`src/shared/fep_pkg.sv`:
```
// Constants and types shared by the 100 Mb/s receive coding path
package fep_pkg;

  // Clock and timing
  localparam int CLK_PERIOD_NS = 8;
  localparam int HOLD_TIME_US = 722;
  localparam int LINK_TIME_US = 395;
  localparam int SD_QUAL_NS = 200;
  localparam int FEP_HOLD_CYC = HOLD_TIME_US * 1000 / CLK_PERIOD_NS;
  localparam int FEP_LINK_CYC = (LINK_TIME_US * 1000 + CLK_PERIOD_NS - 1) / CLK_PERIOD_NS;
  localparam int SD_QUAL_CYC = (SD_QUAL_NS + CLK_PERIOD_NS - 1) / CLK_PERIOD_NS;

  // Widths
  localparam int HOLD_W = 17;
  localparam int LINK_W = 16;
  localparam int SYM_W = 5;
  localparam int NIB_W = 4;
  localparam int FCC_W = 16;

  // Counts in bit times
  localparam logic [6:0] LOCK_BITS = 7'd60;
  localparam logic [6:0] LS_IDLE_BITS = 7'd58;
  localparam logic [6:0] SSD_RUN_BITS = 7'd12;
  localparam logic [2:0] SSD_WAIT_BITS = 3'd7;
  localparam logic [2:0] SYM_LAST_PH = 3'd4;
  localparam logic [6:0] RUN_MAX = 7'h7F;

  // Code groups
  localparam logic [4:0] CG_IDLE = 5'h1F;
  localparam logic [4:0] CG_J = 5'h18;
  localparam logic [4:0] CG_K = 5'h11;
  localparam logic [4:0] CG_T = 5'h0D;
  localparam logic [4:0] CG_R = 5'h07;
  localparam logic [4:0] CG_HALT = 5'h04;

  // Nibbles
  localparam logic [3:0] NIB_PRE = 4'h5;
  localparam logic [3:0] NIB_BAD = 4'hE;
  localparam logic [3:0] NIB_ZERO = 4'h0;

  // Reset values
  localparam logic [10:0] LFSR_RST = 11'h000;
  localparam logic [9:0] SR_RST = 10'h000;

  typedef enum logic [2:0] {
    K_DATA, K_IDLE, K_J, K_K, K_T, K_R, K_HALT, K_INV
  } fep_kind_t;

  typedef enum logic [2:0] {
    ST_IDLE, ST_SSD, ST_PKT, ST_TAIL, ST_BAD
  } fep_st_t;

endpackage

```
`src/fep_rx_pcs.sv`:
```
// Receive coding path: MLT-3 symbols in, MII nibbles out
`timescale 1ns/1ps
`default_nettype none
module fep_rx_pcs
  import fep_pkg::*;
#(
  parameter int unsigned HOLD_CYCLES = FEP_HOLD_CYC,
  parameter int unsigned LINK_CYCLES = FEP_LINK_CYC
) (
  input wire logic clk,
  input wire logic srst,
  input wire logic [1:0] line_lvl,
  input wire logic energy_in,
  input wire logic descr_bypass,
  output logic sig_det_q,
  output logic link_up_q,
  output logic lock_q,
  output logic rx_dv_q,
  output logic rx_er_q,
  output logic [NIB_W-1:0] rxd_q,
  output logic nib_stb_q,
  output logic crs_q,
  output logic bad_stream_start_q,
  output logic [FCC_W-1:0] false_carrier_event_counter_q
);

  logic [7:0] sd_cnt_q;
  logic [LINK_W-1:0] link_cnt_q;
  logic nrzi_q;
  logic nrz_q;
  logic [10:0] lfsr_q;
  logic [6:0] match_cnt_q;
  logic [HOLD_W-1:0] hold_q;
  logic [6:0] ls_run_q;
  logic ud_q;
  logic ud_ok_q;
  logic [9:0] sr_q;
  logic [6:0] run_q;
  logic [2:0] ph_q;
  logic [2:0] wait_q;
  logic sym_use_q;
  logic idle1_q;
  logic [NIB_W-1:0] pend_q;
  logic pend_err_q;
  fep_st_t st_q;
  fep_kind_t kind;
  logic [NIB_W-1:0] nib;

  // Signal detect: energy must persist longer than any link pulse
  wire sd_full = sd_cnt_q == 8'(SD_QUAL_CYC);
  always_ff @(posedge clk) begin
    if (srst || !energy_in) begin
      sd_cnt_q <= 8'h00;
      sig_det_q <= 1'b0;
    end else begin
      if (!sd_full) begin
        sd_cnt_q <= sd_cnt_q + 8'h01;
      end
      sig_det_q <= sd_full;
    end
  end

  // Link monitor needs unbroken signal detect
  wire link_full = link_cnt_q == LINK_W'(LINK_CYCLES - 1);
  always_ff @(posedge clk) begin
    if (srst || !sig_det_q) begin
      link_cnt_q <= '0;
      link_up_q <= 1'b0;
    end else if (link_full) begin
      link_up_q <= 1'b1;
    end else begin
      link_cnt_q <= link_cnt_q + LINK_W'(1);
    end
  end

  // MLT-3 level to NRZI, then NRZI to NRZ
  wire nrzi_d = line_lvl != 2'b00;
  always_ff @(posedge clk) begin
    if (srst) begin
      nrzi_q <= 1'b0;
      nrz_q <= 1'b0;
    end else begin
      nrzi_q <= nrzi_d;
      nrz_q <= nrzi_d ^ nrzi_q;
    end
  end

  // Descrambler, x^11 + x^9 + 1
  wire key = lfsr_q[10] ^ lfsr_q[8];
  wire idle_guess = ~nrz_q;
  wire ud_d = nrz_q ^ key;
  wire ls_hit = ud_d && ls_run_q == LS_IDLE_BITS - 7'd1;
  wire hold_end = hold_q == '0;
  always_ff @(posedge clk) begin
    if (srst || (lock_q && hold_end)) begin
      lfsr_q <= LFSR_RST;
      match_cnt_q <= 7'd0;
      lock_q <= 1'b0;
      hold_q <= '0;
      ls_run_q <= 7'd0;
      ud_q <= 1'b0;
      ud_ok_q <= 1'b0;
    end else if (!lock_q) begin
      // While idle, the key equals the inverted line bit
      lfsr_q <= {lfsr_q[9:0], idle_guess};
      ud_ok_q <= 1'b0;
      if (idle_guess != key) begin
        match_cnt_q <= 7'd0;
      end else if (match_cnt_q == LOCK_BITS - 7'd1) begin
        lock_q <= 1'b1;
        hold_q <= HOLD_W'(HOLD_CYCLES - 1);
      end else begin
        match_cnt_q <= match_cnt_q + 7'd1;
      end
    end else begin
      lfsr_q <= {lfsr_q[9:0], key};
      ud_q <= ud_d;
      ud_ok_q <= 1'b1;
      ls_run_q <= (ud_d && !ls_hit) ? ls_run_q + 7'd1 : 7'd0;
      hold_q <= ls_hit ? HOLD_W'(HOLD_CYCLES - 1) : hold_q - HOLD_W'(1);
    end
  end

  // Aligner input: descrambled bits, or NRZ bits when bypassed
  wire s_bit = descr_bypass ? nrz_q : ud_q;
  wire s_ok = (descr_bypass || ud_ok_q) && link_up_q;
  wire sym_stb = s_ok && ph_q == SYM_LAST_PH && st_q inside {ST_PKT, ST_TAIL, ST_BAD};
  wire ssd_start = st_q == ST_IDLE && s_ok && !s_bit && run_q >= SSD_RUN_BITS;
  wire ssd_done = st_q == ST_SSD && s_ok && wait_q == SSD_WAIT_BITS;
  wire jk_seen = sr_q == {CG_J, CG_K};

  always_ff @(posedge clk) begin
    if (srst) begin
      sr_q <= SR_RST;
      run_q <= 7'd0;
      ph_q <= 3'd0;
      wait_q <= 3'd0;
      sym_use_q <= 1'b0;
    end else begin
      sym_use_q <= sym_stb;
      if (s_ok) begin
        sr_q <= {sr_q[8:0], s_bit};
        run_q <= !s_bit ? 7'd0 : (run_q == RUN_MAX ? run_q : run_q + 7'd1);
        wait_q <= ssd_start ? 3'd0 : wait_q + 3'd1;
        // Boundary fixed at the end of K
        ph_q <= (ssd_done || ph_q == SYM_LAST_PH) ? 3'd0 : ph_q + 3'd1;
      end
    end
  end

  fep_code_rom u_rom (
    .clk(clk),
    .addr(sr_q[4:0]),
    .kind_q(kind),
    .nib_q(nib)
  );

  // Receive state machine and MII outputs
  always_ff @(posedge clk) begin
    if (srst || !link_up_q) begin
      st_q <= ST_IDLE;
      rx_dv_q <= 1'b0;
      rx_er_q <= 1'b0;
      rxd_q <= NIB_ZERO;
      nib_stb_q <= 1'b0;
      crs_q <= 1'b0;
      bad_stream_start_q <= 1'b0;
      idle1_q <= 1'b0;
      pend_q <= NIB_ZERO;
      pend_err_q <= 1'b0;
      if (srst) begin
        false_carrier_event_counter_q <= '0;
      end
    end else begin
      nib_stb_q <= 1'b0;
      bad_stream_start_q <= 1'b0;
      case (st_q)
        ST_IDLE: begin
          if (ssd_start) begin
            st_q <= ST_SSD;
            crs_q <= 1'b1;
          end
        end
        ST_SSD: begin
          if (ssd_done && jk_seen) begin
            // Output lags one symbol so K can become the second preamble nibble
            st_q <= ST_PKT;
            rx_dv_q <= 1'b1;
            rxd_q <= NIB_PRE;
            nib_stb_q <= 1'b1;
            pend_q <= NIB_PRE;
            pend_err_q <= 1'b0;
            idle1_q <= 1'b0;
          end else if (ssd_done) begin
            st_q <= ST_BAD;
            bad_stream_start_q <= 1'b1;
            rx_er_q <= 1'b1;
            rxd_q <= NIB_BAD;
            nib_stb_q <= 1'b1;
            idle1_q <= 1'b0;
            false_carrier_event_counter_q <= false_carrier_event_counter_q + FCC_W'(1);
          end
        end
        ST_PKT: begin
          if (sym_use_q) begin
            rxd_q <= pend_q;
            rx_er_q <= pend_err_q;
            nib_stb_q <= 1'b1;
            pend_q <= nib;
            pend_err_q <= kind != K_DATA;
            idle1_q <= kind == K_IDLE;
            if (kind == K_T) begin
              st_q <= ST_TAIL;
            end else if (kind == K_IDLE && idle1_q) begin
              st_q <= ST_IDLE;
              rx_dv_q <= 1'b0;
              rx_er_q <= 1'b0;
              crs_q <= 1'b0;
              nib_stb_q <= 1'b0;
            end
          end
        end
        ST_TAIL: begin
          // Last data nibble stands for the period of R
          if (sym_use_q) begin
            st_q <= ST_IDLE;
            rx_dv_q <= 1'b0;
            rx_er_q <= 1'b0;
            rxd_q <= NIB_ZERO;
            crs_q <= 1'b0;
          end
        end
        ST_BAD: begin
          if (sym_use_q) begin
            idle1_q <= kind == K_IDLE;
            if (kind == K_IDLE && idle1_q) begin
              st_q <= ST_IDLE;
              rx_er_q <= 1'b0;
              crs_q <= 1'b0;
              rxd_q <= NIB_ZERO;
            end else begin
              rx_er_q <= 1'b1;
              rxd_q <= NIB_BAD;
              nib_stb_q <= 1'b1;
            end
          end
        end
        default: st_q <= ST_IDLE;
      endcase
    end
  end

  a_sd_no_pulse: assert property (@(posedge clk) disable iff (srst)
    $rose(sig_det_q) |-> $past(energy_in, 1) && $past(energy_in, 20))
    else $error("signal detect rose on short energy burst");

  a_nrz_xor: assert property (@(posedge clk) disable iff (srst)
    nrz_q == (nrzi_q ^ $past(nrzi_q)))
    else $error("NRZ bit is not the NRZI transition");

  a_lock_idles: assert property (@(posedge clk) disable iff (srst)
    $rose(lock_q) |-> $past(match_cnt_q) == LOCK_BITS - 7'd1)
    else $error("lock declared before sixty idle bits");

  a_hold_reload: assert property (@(posedge clk) disable iff (srst)
    lock_q && ls_hit && !hold_end |=> hold_q == HOLD_W'(HOLD_CYCLES - 1))
    else $error("hold timer not restarted on idle run");

  a_hold_expire: assert property (@(posedge clk) disable iff (srst)
    lock_q && hold_end |=> !lock_q && lfsr_q == LFSR_RST)
    else $error("descrambler kept lock after hold expiry");

  a_link_gate: assert property (@(posedge clk) disable iff (srst)
    !link_up_q |=> !rx_dv_q && !crs_q)
    else $error("receive active without link");

  a_bad_count: assert property (@(posedge clk) disable iff (srst)
    st_q == ST_SSD && ssd_done && !jk_seen && link_up_q |=>
    false_carrier_event_counter_q == $past(false_carrier_event_counter_q) + FCC_W'(1))
    else $error("false carrier counter not advanced by one");

  a_bad_nibble: assert property (@(posedge clk) disable iff (srst)
    st_q == ST_BAD && nib_stb_q |-> rx_er_q && rxd_q == NIB_BAD)
    else $error("bad start nibble not 1110 with error");

  a_preamble: assert property (@(posedge clk) disable iff (srst)
    $rose(rx_dv_q) |-> rxd_q == NIB_PRE ##6 (!link_up_q || rxd_q == NIB_PRE))
    else $error("preamble pair not 0101 0101");

  a_nib_pace: assert property (@(posedge clk) disable iff (srst)
    nib_stb_q |=> !nib_stb_q [*4])
    else $error("nibbles closer than one symbol period");

  a_tail_end: assert property (@(posedge clk) disable iff (srst)
    st_q == ST_TAIL && sym_use_q |=> st_q == ST_IDLE && !rx_dv_q && !crs_q)
    else $error("packet did not end after end delimiter pair");

  a_bad_exit: assert property (@(posedge clk) disable iff (srst)
    st_q == ST_BAD && sym_use_q && kind == K_IDLE && idle1_q |=>
    st_q == ST_IDLE && !rx_er_q && !crs_q)
    else $error("error or carrier kept after two idle groups");

  a_bad_flag: assert property (@(posedge clk) disable iff (srst)
    bad_stream_start_q |-> st_q == ST_BAD && rx_er_q && crs_q)
    else $error("bad start flagged outside the error state");

  a_link_wait: assert property (@(posedge clk) disable iff (srst)
    $rose(link_up_q) |-> $past(link_cnt_q) == LINK_W'(LINK_CYCLES - 1))
    else $error("link up before the full qualification time");

  a_ctl_error: assert property (@(posedge clk) disable iff (srst)
    link_up_q && st_q == ST_PKT && sym_use_q && kind != K_DATA |=>
    pend_err_q && pend_q == NIB_ZERO)
    else $error("control or invalid group decoded as data");

  a_bypass_feed: assert property (@(posedge clk) disable iff (srst)
    descr_bypass && link_up_q |=> sr_q[0] == $past(nrz_q))
    else $error("aligner not fed from the NRZ stage in bypass");

  a_descr_out: assert property (@(posedge clk) disable iff (srst)
    lock_q && !hold_end |=> ud_q == ($past(nrz_q) ^ $past(key)))
    else $error("descrambled bit is not line bit XOR key");

endmodule // fep_rx_pcs
`default_nettype wire

```
`src/fep_code_rom.sv`:
```
// 5B to 4B code-group lookup table with registered output
`timescale 1ns/1ps
`default_nettype none
module fep_code_rom
  import fep_pkg::*;
(
  input wire logic clk,
  input wire logic [SYM_W-1:0] addr,
  output fep_kind_t kind_q,
  output logic [NIB_W-1:0] nib_q
);

  always_ff @(posedge clk) begin
    kind_q <= K_DATA;
    nib_q <= NIB_ZERO;
    case (addr)
      5'h1E: nib_q <= 4'h0;
      5'h09: nib_q <= 4'h1;
      5'h14: nib_q <= 4'h2;
      5'h15: nib_q <= 4'h3;
      5'h0A: nib_q <= 4'h4;
      5'h0B: nib_q <= 4'h5;
      5'h0E: nib_q <= 4'h6;
      5'h0F: nib_q <= 4'h7;
      5'h12: nib_q <= 4'h8;
      5'h13: nib_q <= 4'h9;
      5'h16: nib_q <= 4'hA;
      5'h17: nib_q <= 4'hB;
      5'h1A: nib_q <= 4'hC;
      5'h1B: nib_q <= 4'hD;
      5'h1C: nib_q <= 4'hE;
      5'h1D: nib_q <= 4'hF;
      CG_IDLE: kind_q <= K_IDLE;
      CG_J: kind_q <= K_J;
      CG_K: kind_q <= K_K;
      CG_T: kind_q <= K_T;
      CG_R: kind_q <= K_R;
      CG_HALT: kind_q <= K_HALT;
      default: kind_q <= K_INV;
    endcase
  end

endmodule // fep_code_rom
`default_nettype wire

```
`config.mk`:
```
export PLATFORM = sky130hd
export DESIGN_NAME = fep_rx_pcs
export DESIGN_NICKNAME = d
export VERILOG_FILES = /design/src/shared/fep_pkg.sv /design/src/fep_rx_pcs.sv /design/src/fep_code_rom.sv
export SDC_FILE = /design/constraint.sdc
export NUM_CORES = 1
export LEC_CHECK = 0
export ABC_AREA = 1
export BUFFER_PORTS_ARGS = -buffer_cell sky130_fd_sc_hd__buf_2
export CAP_MARGIN = 25
export CORE_ASPECT_RATIO = 0.5
export CORE_MARGIN = 1.5
export CORE_UTILIZATION = 30
export DETAILED_ROUTE_END_ITERATION = 8
export HOLD_SLACK_MARGIN = 0.03
export PLACE_DENSITY_LB_ADDON = 0.05
export SETUP_SLACK_MARGIN = 0.02
export SLEW_MARGIN = 20
export SYNTH_ARGS = -nofsm -noshare
export SYNTH_HDL_FRONTEND = slang
export SYNTH_HIERARCHICAL = 1
export SYNTH_SLANG_ARGS = --single-unit
```
`constraint.sdc`:
```
create_clock -name clk -period 3 [get_ports clk]
set_input_delay 0.45 -clock clk [delete_from_list [all_inputs] [get_ports clk]]
set_output_delay 0.45 -clock clk [all_outputs]
set_load 0.1 [all_outputs]
```
==> Yosys cells after proc, flatten, opt, wreduce, memory -nomap -nowiden <==
Index checks and enable logic that the tools add are counted.
{ "word_totals": {"rom_bits": 0, "ram_bits": 0, "output_inout_bits": 28, "latch_bits": 0, "regBits": 138, "memories": 0, "wordCells": 227, "input_bits": 6} }
{ "classes": {"n_bitwise": 6, "add_sub_neg": 9, "n_mul": 0, "n_reduce_logical": 51, "n_lt_le_gt_ge": 1, "shift": 0, "n_eq_ne": 53, "div_mod_pow": 0, "n_mux": 76} }
{ "ops": {"columns": ["cell", "n"], "rows": [
  ["16-bit 2-to-1 mux", 5],
  ["5-bit equality test, second input constant", 14],
  ["17-bit 2-to-1 mux", 4],
  ["4-bit case mux with 15 select lines", 1],
  ["7-bit 2-to-1 mux", 5],
  ["1-bit 2-to-1 mux", 33],
  ["16-bit by 1-bit adder with 16-bit output, second input constant", 2],
  ["4-bit 2-to-1 mux", 8],
  ["5-bit by 4-bit equality test with 1-bit output, second input constant", 6],
  ["3-bit 2-to-1 mux", 10],
  ["2-bit inequality test, second input constant", 12],
  ["7-bit by 1-bit adder with 7-bit output, second input constant", 3],
  ["3-bit case mux with 7 select lines", 1],
  ["6-bit AND reduction", 3],
  ["17-bit zero test", 1],
  ["17-bit by 1-bit subtractor with 17-bit output, second input constant", 1],
  ["16-bit equality test, second input constant", 1],
  ["4-bit case mux with 4 select lines", 1],
  ["16-bit OR reduction", 1],
  ["3-bit case mux with 5 select lines", 1],
  ["7-bit by 6-bit equality test with 1-bit output, second input constant", 2],
  ["1-bit logical AND", 13],
  ["3-bit equality test, second input constant", 4],
  ["2-bit nonzero test", 6],
  ["other kinds (29)", 58]
]} }

==> Longest topological paths before layout <==
{ "depth": {"word_depth": 8, "ltp_mapped": 10, "mapped_depth_nobuf": 10} }

==> Cells and area by module <==
Netlist, hierarchy kept.
{ "by_module_without_submodules": {"columns": ["mod", "cells_per_inst", "instances", "area_each_um2", "seq_area_each_um2"], "rows": [
  ["fep_rx_pcs", 904, 1, 6408.6, 2782.7],
  ["fep_code_rom", 68, 1, 464.2, 140.1]
]} }

==> Worst setup path after synthesis <==
OpenSTA, ideal clock, no wires.
{ "synth_path": {"path_type": "reg2reg", "from": "register link_up_q", "to": "register false_carrier_event_counter_q[0] (enable)", "setup_ps": 411, "arrival_time_ps": 2797, "setup_slack_ps": -208, "period_less_slack_ps": 3208, "stages_incl_launch_ff": 5, "path_buffers": 0, "required_ps": 2589, "path_cell_list": "dfxtp_1 -> inv_1 -> nor2_4 -> nand3_1 -> o21ai_0"} }
{ "synth_between": {"elab_chain_cells": 6, "word_cells_on_any_way": 11, "classes_between": "eq/ne (2); reduce/logical (9)"} }
{ "synth_rtl": {"columns": ["element", "line", "rtl"], "rows": [
  ["from (decl)", "fep_rx_pcs.sv:16", "output logic link_up_q,"],
  ["from (signal assigned)", "fep_rx_pcs.sv:68", "link_up_q <= 1'b0;"],
  ["from (signal assigned)", "fep_rx_pcs.sv:70", "link_up_q <= 1'b1;"],
  ["1-bit logical AND", "fep_rx_pcs.sv:126", "wire s_ok = (descr_bypass || ud_ok_q) && link_up_q;"],
  ["1-bit logical AND (2 in a row)", "fep_rx_pcs.sv:129", "wire ssd_done = st_q == ST_SSD && s_ok && wait_q == SSD_WAIT_BITS;"],
  ["1-bit logical AND", "fep_rx_pcs.sv:185", "if (ssd_done && jk_seen) begin"],
  ["2-bit inequality test (no source line)", null, null],
  ["4-bit AND reduction (no source line) (*)", null, null],
  ["to (signal assigned)", "fep_rx_pcs.sv:201", "false_carrier_event_counter_q <= false_carrier_event_counter_q + FCC_W'(1);"],
  ["to (decl)", "fep_rx_pcs.sv:24", "output logic [FCC_W-1:0] false_carrier_event_counter_q"]
]} }
Mark *: on every way between the ends. The rest lies on a longest branch, timed or not.
A chain may end at the register's enable or synchronous reset.

==> Worst setup path in the final report <==
{ "layout_path": {"from": "register lock_q", "to": "output lock_q"} }
{ "layout_rtl": {"columns": ["element", "line", "rtl"], "rows": [
  ["from (decl)", "fep_rx_pcs.sv:17", "output logic lock_q,"],
  ["from (signal assigned)", "fep_rx_pcs.sv:98", "lock_q <= 1'b0;"],
  ["from (signal assigned)", "fep_rx_pcs.sv:110", "lock_q <= 1'b1;"]
]} }
No word-level cell between the ends.

==> metrics.cfg <==
[worst_setup_path]
slowest_delay_ns=0.61
critPathKind=flip-flop to output port
r2r-start=hold_q[0]
cp_slowest_cell=dfxtp_1
cp.arrival_ns=1.56
crit_buf_inv=1
cp.required_ns=2.55
cp_top_family=flip-flops
endpoint_kind=output port
critPathLaunchType=flip-flop
r2r_cells=9
crit_chain=buf_2
r2r_slack_ns=0.99
worstPathMaxFanout=13
r2r_end=ls_run_q[5]

[die]
die_w_um=217
initial_core_util_pct=31.2
die_area_um2=23900
io_pins=34
core_area_um2=22100
num_rows=38
die_h_um=110

[cts]
cts.path.max_buffers=2
numCtsBuffers=17
cts_resized=0
clock_latency_ns=0.43
tritoncts=done
cts_root_buffer=clkbuf_16
cts_hold_buf=0
postCtsSetupBuffers=0
clock-sinks=138
path_clk_slew_ns=0.06
htree_levels=4

[route]
postRouteAntennaNets=0
avgViaCountPerCell=4.51
drtPass1Iterations=4
post_drt_wl_per_cell_um=12.2
wl_met3_um=516
wl_met2_um=6890
drt-initial-drc-count=336
wl_met1_um=8470
top_layer=met4
num_vias=5986
drc=0
wl_um=16100

[cells_and_area]
antenna_cells=0
drive_above_1_share_pct=11.6
multi_input_area_um2=3380
syn_to_final_growth_pct=16.2
final-seq-area_um2=2920
fillCellCount=2359
final_nets=1034
final_core_util_pct=36.2

[logic_synthesis]
synthArstFlopShare_pct=0
synth-seq-cells=138
syn-cell-area_um2=6870
syn_area_per_cell_um2=7.07
synth-main-ff-cell=dfxtp_1
yosysUniqueCellTypes=38
syn_inst=972
syn_nets=993
synth_warnings=6
synth_edf_count=16
ys_seq_area_share_pct=42.5

[timing]
rsz0062_at_grt=false
tightest_slew_ns=0.495
fmax_mhz=498
setup_viol=0
min_period_over_period_pct=66.9
maxSlewHeadroom_pct=66.9
fin_ws_ns=0.992
period_needed_ns=2.01
drv_slew=0
tns_ns=0
finClkSkew_ns=0.00886
finalHoldViolations=0

[pwr]
p_leak_uw=0.00323
ir_worst_vdd_uv=285
power.density_nw_per_um2=531

[global_route]
overflow=0
grt_antenna_before_repair=0
grt_pass1_wl_um=27200
grt_max_degree=26
grt_pass1_vias=5595
grt_usage_pct=14.4

[hold_path]
hold_depth=3
hold_end=nrzi_q
hold_start=line_lvl[0]
hold_path.class=input pin to flip-flop

[placement]
pre_cts_slack_ns=0.928
dpl.hpwl_um=11600
globalplace.congestion=0.790
port_buffers=33

[outcome]
status=finished clean

[run]
cap_violations=0

==> where the power goes <==
part	switching, µW	internal, µW
registers	12.8	1880
clock network	852	1360
logic	111	24.1
==> registers in the layout, summed over array words and instances, names as in the netlist, 3 cells and up <==
| signal | flops |
|---|---|
| hold_q | 17 |
| false_carrier_event_counter_q | 16 |
| link_cnt_q | 16 |
| lfsr_q | 11 |
| sr_q | 10 |
| sd_cnt_q | 8 |
| ls_run_q | 7 |
| match_cnt_q | 7 |
| run_q | 7 |
| pend_q | 4 |
| rxd_q | 4 |
| u_rom/nib_q | 4 |
| ph_q | 3 |
| st_q | 3 |
| u_rom/kind_q | 3 |
| wait_q | 3 |
==> metrics by stage <==
stage | hold WS (ns) | area (µm²) | total power [µW] | instances
after floorplan | 0.394 | 6870 | 2040 | 972
after global placement | 0.396 | 7360 | 2070 | 1294
after detailed placement | 0.402 | 7360 | 2070 | 1294
after CTS | 0.263 | 7990 | 4320 | 1326
after global routing | 0.289 | 7990 | 4420 | 1326
final | 0.281 | 7990 | 4240 | 1326
==> synth_stat cells (4+ instances only) <==
| master | n | area, µm² |
|---|---|---|
| nand4_1 | 18 | 113 |
| o21ai_0 | 35 | 175 |
| nor3_1 | 19 | 95.1 |
| inv_1 | 113 | 424 |
| nor2_1 | 161 | 604 |
| nand2_1 | 197 | 739 |
| xor2_1 | 19 | 166 |
| a31oi_1 | 9 | 56.3 |
| o21ai_1 | 6 | 30.0 |
| inv_2 | 11 | 41.3 |
| nand3b_1 | 4 | 30.0 |
| nand2_2 | 12 | 75.1 |
| edfxtp_1 | 16 | 480 |
| nand3_2 | 8 | 80.1 |
| clkbuf_1 | 7 | 26.3 |
| nor2_2 | 9 | 56.3 |
| dfxtp_1 | 122 | 2440 |
| xnor2_1 | 5 | 43.8 |
| buf_2 | 4 | 20.0 |
| or2_2 | 4 | 25.0 |
| nand3_1 | 80 | 400 |
| ha_1 | 15 | 188 |
| a21oi_1 | 75 | 375 |
==> worst max path at each step <==
| stage | start | endpoint | cells after the start |
|---|---|---|---|
| final | lock_q | lock_q | 1 |
| after global routing | hold_q[0] | ls_run_q[5] | 9 |
| after CTS | hold_q[0] | ls_run_q[5] | 9 |
| after detailed placement | srst | ls_run_q[6] | 7 |
| after global placement | hold_q[1] | ls_run_q[6] | 9 |
| after floorplan | link_up_q | false_carrier_event_counter_q[0] | 4 |
==> worst register-to-register path, cell delays in order, from the launching register on <==
cell,delay (ns)
dfxtp_1,0.32
inv_1,0.09
ha_1,0.19
nand3_1,0.14
nor2_1,0.19
nand4_1,0.15
nand2_2,0.42
inv_2,0.14
nand2_1,0.19
nor2_1,0.06
==> layout make-up <==
type	instances	share of cell area, %
clock buffer	21	6.22
clock inverter	11	1.66
tap	300	4.70
multi-input combinational	692	42.3
sequential	138	36.6
timing repair buffer	38	2.54
inverter	126	5.95
==> per-layer routing <==
layer	vias to the layer above	GRT usage [%]
li1	3219	-
met1	2690	19.1
met2	58	23.0
met3	19	3.51
met4	0	5.65
met5	-	0
==> layout by cell type, fill, tap and decap left out, drive strengths merged <==
cell type / netlist / final
a31oi: 9 / 9
o21ai: 41 / 41
nor3: 20 / 20
nand3: 88 / 88
o31ai: 1 / 1
nor4: 1 / 1
xnor2: 5 / 5
clkbuf: 8 / 21
nand3b: 4 / 4
or2: 4 / 4
clkinv: 1 / 6
inv: 125 / 127
xor2: 19 / 19
o21a: 3 / 3
a211oi: 1 / 1
buf: 8 / 38
bufinv: 0 / 2
nand2: 209 / 209
nand4: 18 / 18
nor3b: 2 / 2
nor2: 172 / 172
a21oi: 76 / 76
dfxtp: 122 / 122
ha: 15 / 15
clkinvlp: 0 / 2
o221ai: 1 / 1
and2: 3 / 3
edfxtp: 16 / 16
==> kinds of logic (layout without fill, tap and decap cells) <==
kind of cell	Yosys count	count (layout)	share of synthesized area (%)
simple gates	521	521	33.3
buf+inv	142	196	8.28
flops	138	138	42.5
compound gates	132	132	10.1
xor+xnor	24	24	3.06
fa+ha+maj	15	15	2.73
Power figures use the tool's default switching activity.
